File: config.mk
export PLATFORM = sky130hd
export DESIGN_NAME = chan_ctl
export DESIGN_NICKNAME = d
export VERILOG_FILES = /design/src/include/chan_ctl_pkg.sv /design/src/rtl/chan_ctl.sv
export SDC_FILE = /design/constraint.sdc
export NUM_CORES = 1
export LEC_CHECK = 0
export ABC_AREA = 1
export BUFFER_PORTS_ARGS = -buffer_cell sky130_fd_sc_hd__buf_2
export CAP_MARGIN = 15
export CORE_UTILIZATION = 29
export CTS_BUF_LIST = sky130_fd_sc_hd__clkbuf_16
export CTS_CLUSTER_SIZE = 24
export DETAILED_ROUTE_END_ITERATION = 10
export HOLD_SLACK_MARGIN = 0.1
export PLACE_DENSITY = 0.52
export SLEW_MARGIN = 30
export SYNTH_ARGS = -nofsm -noshare
export SYNTH_HDL_FRONTEND = slang
export SYNTH_SLANG_ARGS = --single-unit
export TNS_END_PERCENT = 50
File: constraint.sdc
create_clock -name clk_sys -period 1.97 [get_ports clk_sys]
set_clock_uncertainty 0.2 [all_clocks]
set_input_delay 0.197 -clock clk_sys [delete_from_list [all_inputs] [get_ports clk_sys]]
set_output_delay 0.197 -clock clk_sys [all_outputs]
set_load 0.005 [all_outputs]
File: src/include/chan_ctl_pkg.sv
// constants, field layouts and pin carriers of the channel control block
// assumes a 40 MHz system clock and a classic wishbone register master
// What this block does
// RQ1 - low direct-set input sets channel sync
// RQ2 - peripheral clock plus qualifier sets channel sync
// RQ3 - next request-enable strobe sets channel request
// RQ4 - request line driven only while gating asserted
// RQ5 - sync state true and complement, request status
// RQ6 - peripheral selects direction, high means input
// RQ7 - bus controller answers with out or in grant
// RQ8 - either load strobe loads address counter
// RQ9 - increment pulse advances address counter by one
// RQ10 - either enable drives address onto bus
// RQ11 - address counter overflow output for peripheral
// RQ12 - either load strobe loads word counter
// RQ13 - word clock counts up, value and carry out
// RQ14 - word count routable into input data path
// RQ15 - decode device code into primary, secondary selects
// RQ16 - interrupt ack returns code only if highest
// RQ17 - integrator straps code lsb for odd code
// RQ18 - start command or busy-set input sets busy
// RQ19 - busy state to bus and to peripheral
// RQ20 - done set by direct, clock with busy/enable
// RQ21 - done state to bus and to peripheral
// RQ22 - done then request-enable strobe raises interrupt
// RQ23 - busy-set input also clears done
// RQ24 - i/o reset clears sync, request, busy, done, interrupt
package chan_ctl_pkg;
   localparam int unsigned CLK_HZ = 40_000_000;
   localparam int unsigned SYNC_STAGES = 2;
   // register byte offsets
   localparam logic [3:0] OFS_CTRL = 4'h0;
   localparam logic [3:0] OFS_STATUS = 4'h4;
   localparam logic [3:0] OFS_ADDR = 4'h8;
   localparam logic [3:0] OFS_WCNT = 4'hc;
   // control register fields
   localparam int CTRL_PRI_LO = 0;
   localparam int CTRL_SEC_LO = 6;
   localparam int CTRL_STRAP_BIT = 12;
   localparam int CTRL_ROUTE_BIT = 13;
   localparam int CTRL_W = 14;
   localparam logic [13:0] CTRL_RESET = 14'h0000;
   // status register fields
   localparam int ST_SYNC = 0;
   localparam int ST_REQ = 1;
   localparam int ST_BUSY = 2;
   localparam int ST_DONE = 3;
   localparam int ST_INT = 4;
   localparam int ST_OVF = 5;
   localparam int ST_CARRY = 6;
   localparam int ST_DIR = 7;
   // status bits as driven onto the i/o bus
   localparam int BUS_BUSY_BIT = 0;
   localparam int BUS_DONE_BIT = 1;
   localparam logic [15:0] CNT_RESET = 16'h0000;
   localparam logic [15:0] BUS_RESET = 16'h0000;

   typedef struct packed {
      logic sync_set_n;
      logic sync_clk;
      logic sync_qual_a;
      logic sync_qual_b;
      logic request_enable_strobe;
      logic req_gate;
      logic direction_select;
      logic channel_out_grant_n;
      logic channel_in_grant_n;
      logic addr_load_a;
      logic addr_load_b;
      logic addr_inc;
      logic addr_oe_a;
      logic addr_oe_b;
      logic wcnt_load_a;
      logic wcnt_load_b;
      logic wcnt_clk;
      logic start_cmd;
      logic clear_cmd;
      logic io_reset;
      logic interrupt_ack_command;
      logic priority_in;
      logic busy_set;
      logic status_en;
      logic done_set_n;
      logic done_clk;
      logic done_enable;
      logic in_data_en;
      logic [5:0] dev_code;
      logic [15:0] out_data;
      logic [15:0] in_data;
   } pin_in_t;

   typedef struct packed {
      logic channel_request_line;
      logic sync_q;
      logic sync_qn;
      logic request_status;
      logic channel_out_grant;
      logic channel_in_grant;
      logic direction;
      logic busy;
      logic done;
      logic int_req;
      logic primary_select;
      logic secondary_select;
      logic addr_overflow;
      logic wcnt_carry;
      logic [15:0] word_count;
   } pin_out_t;

   localparam pin_out_t PIN_OUT_RESET = '{sync_qn: 1'b1, default: '0};
   // resting pin levels; the active-low ones sit high
   localparam pin_in_t PIN_IN_IDLE = '{sync_set_n: 1'b1, done_set_n: 1'b1,
      channel_out_grant_n: 1'b1, channel_in_grant_n: 1'b1, default: '0};
endpackage

File: src/rtl/chan_ctl.sv
// data channel, busy/done and interrupt request control
// assumes peripheral and bus pins are asynchronous to clk_sys and held
// for at least three clocks; registers sit on a classic wishbone slave
module chan_ctl
   import chan_ctl_pkg::*;
#(
   parameter int CNT_W = 16
) (
   input wire logic clk_sys,
   input wire logic rst_n,
   input wire pin_in_t pin_i,
   output pin_out_t pin_o,
   output logic [15:0] bus_data_o,
   output logic bus_data_oe,
   input wire logic wb_cyc_i,
   input wire logic wb_stb_i,
   input wire logic wb_we_i,
   input wire logic [3:0] wb_adr_i,
   input wire logic [3:0] wb_sel_i,
   input wire logic [31:0] wb_dat_i,
   output logic [31:0] wb_dat_o,
   output logic wb_ack_o
);
   localparam int PIN_W = $bits(pin_in_t);
   localparam logic [PIN_W-1:0] IDLE_V = PIN_IN_IDLE;

   // two-flop synchronisers, third stage only for edge detection
   // reset to idle levels, else a false set or edge follows reset
   logic [PIN_W-1:0] s1_r, s2_r, s3_r;
   genvar gi;
   generate
      for (gi = 0; gi < PIN_W; gi++) begin : g_sync
         always_ff @(posedge clk_sys or negedge rst_n) begin
            if (!rst_n) begin
               s1_r[gi] <= IDLE_V[gi];
               s2_r[gi] <= IDLE_V[gi];
               s3_r[gi] <= IDLE_V[gi];
            end else begin
               s1_r[gi] <= pin_i[gi];
               s2_r[gi] <= s1_r[gi];
               s3_r[gi] <= s2_r[gi];
            end
         end
      end
   endgenerate

   pin_in_t ps, pp;
   assign ps = pin_in_t'(s2_r);
   assign pp = pin_in_t'(s3_r);

   // rising edges stand for the peripheral's clock pulses
   logic sync_clk_ev, request_enable_strobe_ev, addr_inc_ev, wcnt_clk_ev, start_ev;
   logic clear_ev, busy_set_ev, done_clk_ev, grant_ev, iack_ev;
   assign sync_clk_ev = ps.sync_clk & ~pp.sync_clk;
   assign request_enable_strobe_ev = ps.request_enable_strobe & ~pp.request_enable_strobe;
   assign addr_inc_ev = ps.addr_inc & ~pp.addr_inc;
   assign wcnt_clk_ev = ps.wcnt_clk & ~pp.wcnt_clk;
   assign start_ev = ps.start_cmd & ~pp.start_cmd;
   assign clear_ev = ps.clear_cmd & ~pp.clear_cmd;
   assign busy_set_ev = ps.busy_set & ~pp.busy_set;
   assign done_clk_ev = ps.done_clk & ~pp.done_clk;
   assign iack_ev = ps.interrupt_ack_command & ~pp.interrupt_ack_command;
   // grants are active low on the bus
   assign grant_ev = (~ps.channel_out_grant_n & pp.channel_out_grant_n)
                   | (~ps.channel_in_grant_n & pp.channel_in_grant_n);

   // registers
   logic [CTRL_W-1:0] ctrl_r, ctrl_nxt;
   logic [5:0] pri_code, sec_code;
   assign pri_code = ctrl_r[CTRL_PRI_LO +: 6];
   assign sec_code = ctrl_r[CTRL_SEC_LO +: 6];

   logic pri_sel, sec_sel;
   assign pri_sel = (ps.dev_code == pri_code); // [RQ15]
   assign sec_sel = (ps.dev_code == sec_code); // [RQ15]

   // flag state
   logic sync_r, sync_nxt, req_r, req_nxt;
   logic busy_r, busy_nxt, done_r, done_nxt, int_r, int_nxt;
   logic done_set;

   always_comb begin
      sync_nxt = sync_r;
      req_nxt = req_r;
      busy_nxt = busy_r;
      done_nxt = done_r;
      int_nxt = int_r;
      done_set = ~ps.done_set_n // [RQ20]
               | (done_clk_ev & (busy_r | ps.done_enable)); // [RQ20]
      // a grant ends the request; a fresh set in the same cycle wins
      if (grant_ev) begin
         sync_nxt = 1'b0;
         req_nxt = 1'b0;
      end
      if (request_enable_strobe_ev && sync_r) begin
         req_nxt = 1'b1; // [RQ3]
      end
      if (~ps.sync_set_n) begin
         sync_nxt = 1'b1; // [RQ1]
      end
      if (sync_clk_ev && (ps.sync_qual_a || ps.sync_qual_b)) begin
         sync_nxt = 1'b1; // [RQ2]
      end
      if (clear_ev && pri_sel) begin
         busy_nxt = 1'b0;
         done_nxt = 1'b0;
      end
      if (busy_set_ev) begin
         done_nxt = 1'b0; // [RQ23]
      end
      if ((start_ev && pri_sel) || busy_set_ev) begin
         busy_nxt = 1'b1; // [RQ18]
      end
      if (done_set) begin
         done_nxt = 1'b1; // [RQ20]
      end
      // interrupt follows done; it drops once done is cleared
      if (!done_r) begin
         int_nxt = 1'b0;
      end
      if (request_enable_strobe_ev && done_r) begin
         int_nxt = 1'b1; // [RQ22]
      end
      if (ps.io_reset) begin
         sync_nxt = 1'b0; // [RQ24]
         req_nxt = 1'b0;
         busy_nxt = 1'b0;
         done_nxt = 1'b0;
         int_nxt = 1'b0;
      end
   end

   always_ff @(posedge clk_sys or negedge rst_n) begin
      if (!rst_n) begin
         sync_r <= 1'b0;
         req_r <= 1'b0;
         busy_r <= 1'b0;
         done_r <= 1'b0;
         int_r <= 1'b0;
      end else begin
         sync_r <= sync_nxt;
         req_r <= req_nxt;
         busy_r <= busy_nxt;
         done_r <= done_nxt;
         int_r <= int_nxt;
      end
   end

   // address and word counters; a load beats a count in the same cycle
   logic [CNT_W-1:0] addr_r, addr_nxt, wcnt_r, wcnt_nxt;
   logic ovf_r, ovf_nxt;

   always_comb begin
      addr_nxt = addr_r;
      wcnt_nxt = wcnt_r;
      ovf_nxt = ovf_r;
      if (ps.addr_load_a || ps.addr_load_b) begin
         addr_nxt = ps.out_data[CNT_W-1:0]; // [RQ8]
         ovf_nxt = 1'b0;
      end else if (addr_inc_ev) begin
         addr_nxt = addr_r + 1'b1; // [RQ9]
         if (&addr_r) begin
            ovf_nxt = 1'b1; // [RQ11]
         end
      end
      if (ps.wcnt_load_a || ps.wcnt_load_b) begin
         wcnt_nxt = ps.out_data[CNT_W-1:0]; // [RQ12]
      end else if (wcnt_clk_ev) begin
         wcnt_nxt = wcnt_r + 1'b1; // [RQ13]
      end
   end

   always_ff @(posedge clk_sys or negedge rst_n) begin
      if (!rst_n) begin
         addr_r <= CNT_RESET[CNT_W-1:0];
         wcnt_r <= CNT_RESET[CNT_W-1:0];
         ovf_r <= 1'b0;
      end else begin
         addr_r <= addr_nxt;
         wcnt_r <= wcnt_nxt;
         ovf_r <= ovf_nxt;
      end
   end

   // i/o bus drive, one source at a time in fixed priority
   logic [15:0] bus_nxt;
   logic bus_oe_nxt;
   logic [5:0] ret_code;

   always_comb begin
      bus_nxt = BUS_RESET;
      bus_oe_nxt = 1'b0;
      ret_code = pri_code;
      ret_code[0] = pri_code[0] | ctrl_r[CTRL_STRAP_BIT]; // [RQ17]
      if (ps.interrupt_ack_command) begin
         // only the highest requester answers the acknowledge
         if (int_r && ps.priority_in) begin
            bus_nxt = {10'h000, ret_code}; // [RQ16]
            bus_oe_nxt = 1'b1;
         end
      end else if (ps.addr_oe_a || ps.addr_oe_b) begin
         bus_nxt = 16'(addr_r); // [RQ10]
         bus_oe_nxt = 1'b1;
      end else if (ps.in_data_en) begin
         bus_nxt = ctrl_r[CTRL_ROUTE_BIT] ? 16'(wcnt_r) // [RQ14]
                                          : ps.in_data;
         bus_oe_nxt = 1'b1;
      end else if (pri_sel || ps.status_en) begin
         bus_nxt[BUS_BUSY_BIT] = busy_r; // [RQ19]
         bus_nxt[BUS_DONE_BIT] = done_r; // [RQ21]
         bus_oe_nxt = 1'b1;
      end
   end

   // peripheral-side outputs, all registered
   pin_out_t po_nxt;
   always_comb begin
      po_nxt = PIN_OUT_RESET;
      po_nxt.channel_request_line = req_r & ps.req_gate; // [RQ4]
      po_nxt.sync_q = sync_r; // [RQ5]
      po_nxt.sync_qn = ~sync_r; // [RQ5]
      po_nxt.request_status = req_r; // [RQ5]
      po_nxt.channel_out_grant = ~ps.channel_out_grant_n; // [RQ7]
      po_nxt.channel_in_grant = ~ps.channel_in_grant_n; // [RQ7]
      po_nxt.direction = ps.direction_select; // [RQ6]
      po_nxt.busy = busy_r; // [RQ19]
      po_nxt.done = done_r; // [RQ21]
      po_nxt.int_req = int_r; // [RQ22]
      po_nxt.primary_select = pri_sel; // [RQ15]
      po_nxt.secondary_select = sec_sel; // [RQ15]
      po_nxt.addr_overflow = ovf_r; // [RQ11]
      po_nxt.wcnt_carry = &wcnt_r; // [RQ13]
      po_nxt.word_count = 16'(wcnt_r); // [RQ13]
   end

   always_ff @(posedge clk_sys or negedge rst_n) begin
      if (!rst_n) begin
         pin_o <= PIN_OUT_RESET;
         bus_data_o <= BUS_RESET;
         bus_data_oe <= 1'b0;
      end else begin
         pin_o <= po_nxt;
         bus_data_o <= bus_nxt;
         bus_data_oe <= bus_oe_nxt;
      end
   end

   // wishbone slave: ack one cycle after the strobe, dropped after one
   logic ack_nxt;
   logic [31:0] dat_nxt;
   logic [7:0] status_v;
   logic wb_hit;
   assign wb_hit = wb_cyc_i & wb_stb_i & ~wb_ack_o;

   always_comb begin
      status_v = '0;
      status_v[ST_SYNC] = sync_r;
      status_v[ST_REQ] = req_r;
      status_v[ST_BUSY] = busy_r;
      status_v[ST_DONE] = done_r;
      status_v[ST_INT] = int_r;
      status_v[ST_OVF] = ovf_r;
      status_v[ST_CARRY] = &wcnt_r;
      status_v[ST_DIR] = ps.direction_select;
      ack_nxt = wb_hit;
      dat_nxt = '0;
      ctrl_nxt = ctrl_r;
      if (wb_hit && wb_we_i && wb_adr_i == OFS_CTRL) begin
         if (wb_sel_i[0]) begin
            ctrl_nxt[7:0] = wb_dat_i[7:0];
         end
         if (wb_sel_i[1]) begin
            ctrl_nxt[CTRL_W-1:8] = wb_dat_i[CTRL_W-1:8];
         end
      end
      if (wb_hit && !wb_we_i) begin
         unique case (wb_adr_i)
            OFS_CTRL: dat_nxt = 32'(ctrl_r);
            OFS_STATUS: dat_nxt = 32'(status_v);
            OFS_ADDR: dat_nxt = 32'(addr_r);
            OFS_WCNT: dat_nxt = 32'(wcnt_r);
            default: dat_nxt = '0;
         endcase
      end
   end

   always_ff @(posedge clk_sys or negedge rst_n) begin
      if (!rst_n) begin
         ctrl_r <= CTRL_RESET;
         wb_ack_o <= 1'b0;
         wb_dat_o <= '0;
      end else begin
         ctrl_r <= ctrl_nxt;
         wb_ack_o <= ack_nxt;
         wb_dat_o <= dat_nxt;
      end
   end
endmodule

==> impl_metrics.tcl <==
set metrics [dict create \
    clkTransAtPathRegs_ns 0.06 \
    clockBufferDepth 3 \
    r2r_setup_slack_ns 0.18 \
    antenna_found_initial 1 \
    reg2reg_to "wcnt_r[7]" \
    rsz0062_at_grt "false" \
    viasPerCell 4.24 \
    layout-drive-gt1-share_pct 21.1 \
    dp_hpwl_um 18100 \
    numCtsBuffers 28 \
    slowest_stage "dfrtp_1" \
    cts_setup_buffers 0 \
    wirelength_um 25400 \
    endpoint_kind "register" \
    fp.coreArea_sq_um 31800 \
    htreeDepth 1 \
    die_x_um 183 \
    area_growth_pct 41.0 \
    drc 0 \
    yosysSeqAreaShare_pct 68.4 \
    cp-startpoint "ps[50]" \
    start_kind "register" \
    cp.depth 6 \
    worstPathCellList "nor2_1, buf_12, nand2_1, clkinv_1, o21ai_0, o211ai_1" \
    syn_inst 878 \
    crit_required_ns 2.23 \
    first_pass_iters 4 \
    ios 191 \
    hp-class "input port to register" \
    reg2reg_from "ps[50]" \
    synth_top_cell_by_area "dfrtp_1" \
    gp_congestion 0.869 \
    ys.flop_type "dfrtp_1" \
    wl_per_cell_um 15.1 \
    synth_edf_count 0 \
    grt_usage_pct 15.4 \
    synth_seq_cells 258 \
    synth_area_sq_um 9450 \
    period_share_pct 91.0 \
    synthAdderAreaFrac_pct 0.265 \
    yosys.area_share.simple_pct 16.3 \
    fin_hold_ws_ns 0.115 \
    portBuffers 154 \
    p_per_area_nw_per_um2 889 \
    hold_viol_final 0 \
    status "finished clean" \
    die_area_sq_um 33300 \
    antenna_left 0 \
    fin_cells 1684 \
    timing.critical_path.arrival_ns 2.05 \
    synth_top_family_by_area "simple AND/OR/NAND/NOR gates" \
    syn_area_per_cell_sq_um 10.8 \
    nNetsFinal 1340 \
    initial_utilization_pct 29.7 \
    synth_area_leaders "dfrtp_1 65%, nand2_1 8.5%, inv_1 4.3%" \
    vias 7146 \
    final_util_pct 41.9 \
    cts-root-buf "clkbuf_16" \
    fin_crit_ns 1.79 \
    drv_slew 0 \
    cp_max_fo 13 \
    cts_tree "built" \
    yosysUniqueCellTypes 42 \
    synth_top_area_share_pct 65.4 \
    drv_cap 0 \
    clkSinkCount 258 \
    synthArstFlopShare_pct 100 \
    grt_max_degree 44 \
    crit_buf_inv 2 \
    num_antenna_cells 0 \
    grt_pass1_wl_um 39600 \
    slowest_delay_ns 0.36 \
    synth_compound_area_share_pct 7.60 \
    cp_top_family "buffers and inverters" \
    setup-violations-final 0 \
    insertion_delay_ns 0.54 \
    grt_pass1_vias 7214 \
    overflow 0 \
    worstRegToRegCells 6 \
    ir_drop_mv 0.678 \
    drt_iter0_markers 424 \
    fill_cells 3133 \
    crit_end "wcnt_r[7]" \
    p_leak_nw 6.56 \
    muxShareOfSynthArea_pct 0 \
    synthXorXnorAreaFrac_pct 1.02 \
    yosysWarnings 0 \
    placed_cells 1481 \
    crit_type "register to register" \
    die-height_um 183 \
    fin_tns_setup_ns 0 \
    num_rows 65 \
    fmax_mhz 558 \
    power_mw 11.9 \
]
## registers in the layout, summed over array words and instances, names as in the netlist
| name | flops |
|---|---|
| wcnt_r | 16 |
| s1_r | 66 |
| busy_r | 1 |
| addr_r | 16 |
| wb_ack_o | 1 |
| req_r | 1 |
| int_r | 1 |
| ctrl_r | 14 |
| bus_data_o | 16 |
| done_r | 1 |
| bus_data_oe | 1 |
| ps | 65 |
| pp | 10 |
| sync_r | 1 |
| po_nxt | 1 |
| wb_dat_o | 16 |
| ovf_r | 1 |
| pin_o | 30 |
## layout by cell type, fill, tap and decap left out, types with 3 or more instances in the layout
cell / netlist / layout
clkinv_1: 4 / 10
nor2_1: 45 / 45
o221ai_1: 15 / 15
buf_12: 0 / 6
nand2_1: 213 / 213
or2_2: 6 / 6
o21bai_1: 5 / 5
nand2_2: 3 / 3
nor2_2: 6 / 6
nor3_1: 5 / 5
dfstp_2: 11 / 11
o211ai_1: 5 / 5
clkinv_2: 0 / 4
clkbuf_16: 0 / 28
buf_2: 3 / 154
a21oi_1: 21 / 20
o21ai_0: 36 / 36
nor2_4: 5 / 5
nand3_2: 3 / 3
nand3_1: 41 / 41
conb_1: 1 / 16
dfrtp_1: 247 / 247
xor2_1: 9 / 9
o22ai_1: 24 / 24
dlygate4sd3_1: 0 / 149
nand4_1: 15 / 15
buf_4: 17 / 20
inv_1: 108 / 116
## where the power goes
part	internal (mW)	total (mW)	leakage [nW]	switching, mW
Sequential	5.61	5.81	3.13	0.200
Combinational	0.532	1.13	2.98	0.602
Clock	2.84	4.91	0.453	2.07
## how the worst min path moves through the flow
stage,startpoint,end,slack (ns),cells past startpoint
2_1_floorplan,rst_n,addr_r[0],-0.30,0
3_3_place_gp,rst_n,s1_r[20],-0.06,1
3_5_place_dp,rst_n,ps[55],-0.07,1
4_1_cts,pin_i[32],s1_r[32],0.10,2
5_1_grt,pin_i[36],s1_r[36],0.10,2
6_report,pin_i[36],s1_r[36],0.11,2
## routing by layer
metal,part of all wire [%],track usage (%)
met5,0.051,0
met4,2.9,4.61
met3,4.8,2.61
met2,48,25.8
met1,44,20.4
## cells in the mapped netlist (5+ instances only)
cell and n:
o21bai_1 5, o221ai_1 15, o211ai_1 5, nand3_1 41
nand2_1 213, nand4_1 15, xor2_1 9, dfstp_2 11
a21oi_1 21, or2_2 6, dfrtp_1 247, o22ai_1 24
inv_1 108, nor2_2 6, o21ai_0 36, nor3_1 5
clkbuf_1 6, nor2_1 45, nor2_4 5, buf_4 17
## logic make-up (layout without fill, tap and decap cells)
group | Yosys count | after routing
XOR/XNOR | 11 | 11
AND/OR/NAND/NOR | 348 | 348
buffers and inverters | 142 | 498
adder cells (fa/ha/maj) | 2 | 2
flip-flops | 258 | 258
AO/OA/AOI/OAI | 116 | 116
other | 1 | 16
## stage by stage
step	area, sq um	setup slack, ns
global route	13300	0.0622
detailed placement	10900	0.233
floorplan	9510	0.369
finish	13300	0.176
CTS	13300	0.0483
global placement	10900	0.234
## worst reg2reg max path: stages (launching register included)
cell,delay [ns]
dfrtp_1,0.36
nor2_1,0.19
buf_12,0.18
nand2_1,0.21
clkinv_1,0.27
o21ai_0,0.12
o211ai_1,0.19
## layout make-up
cell class / instances / area [sq um] / area share [%]
Inverter: 114 / 428 / 3.21
Multi-Input combinational cell: 493 / 2440 / 18.3
Clock inverter: 24 / 173 / 1.30
Clock buffer: 28 / 701 / 5.26
Tap cell: 435 / 544 / 4.08
Timing Repair Buffer: 332 / 2570 / 19.3
Sequential cell: 258 / 6470 / 48.5
## what timing repair did
| item | in CTS | in global routing |
|---|---|---|
| hold buffers | 151 | 0 |
| hold endpoints to repair | 355 | 0 |
| resized for setup | 0 | 3 |
| setup endpoints to repair | 0 | 8 |
No activity file was read; power rests on OpenSTA's default activity.
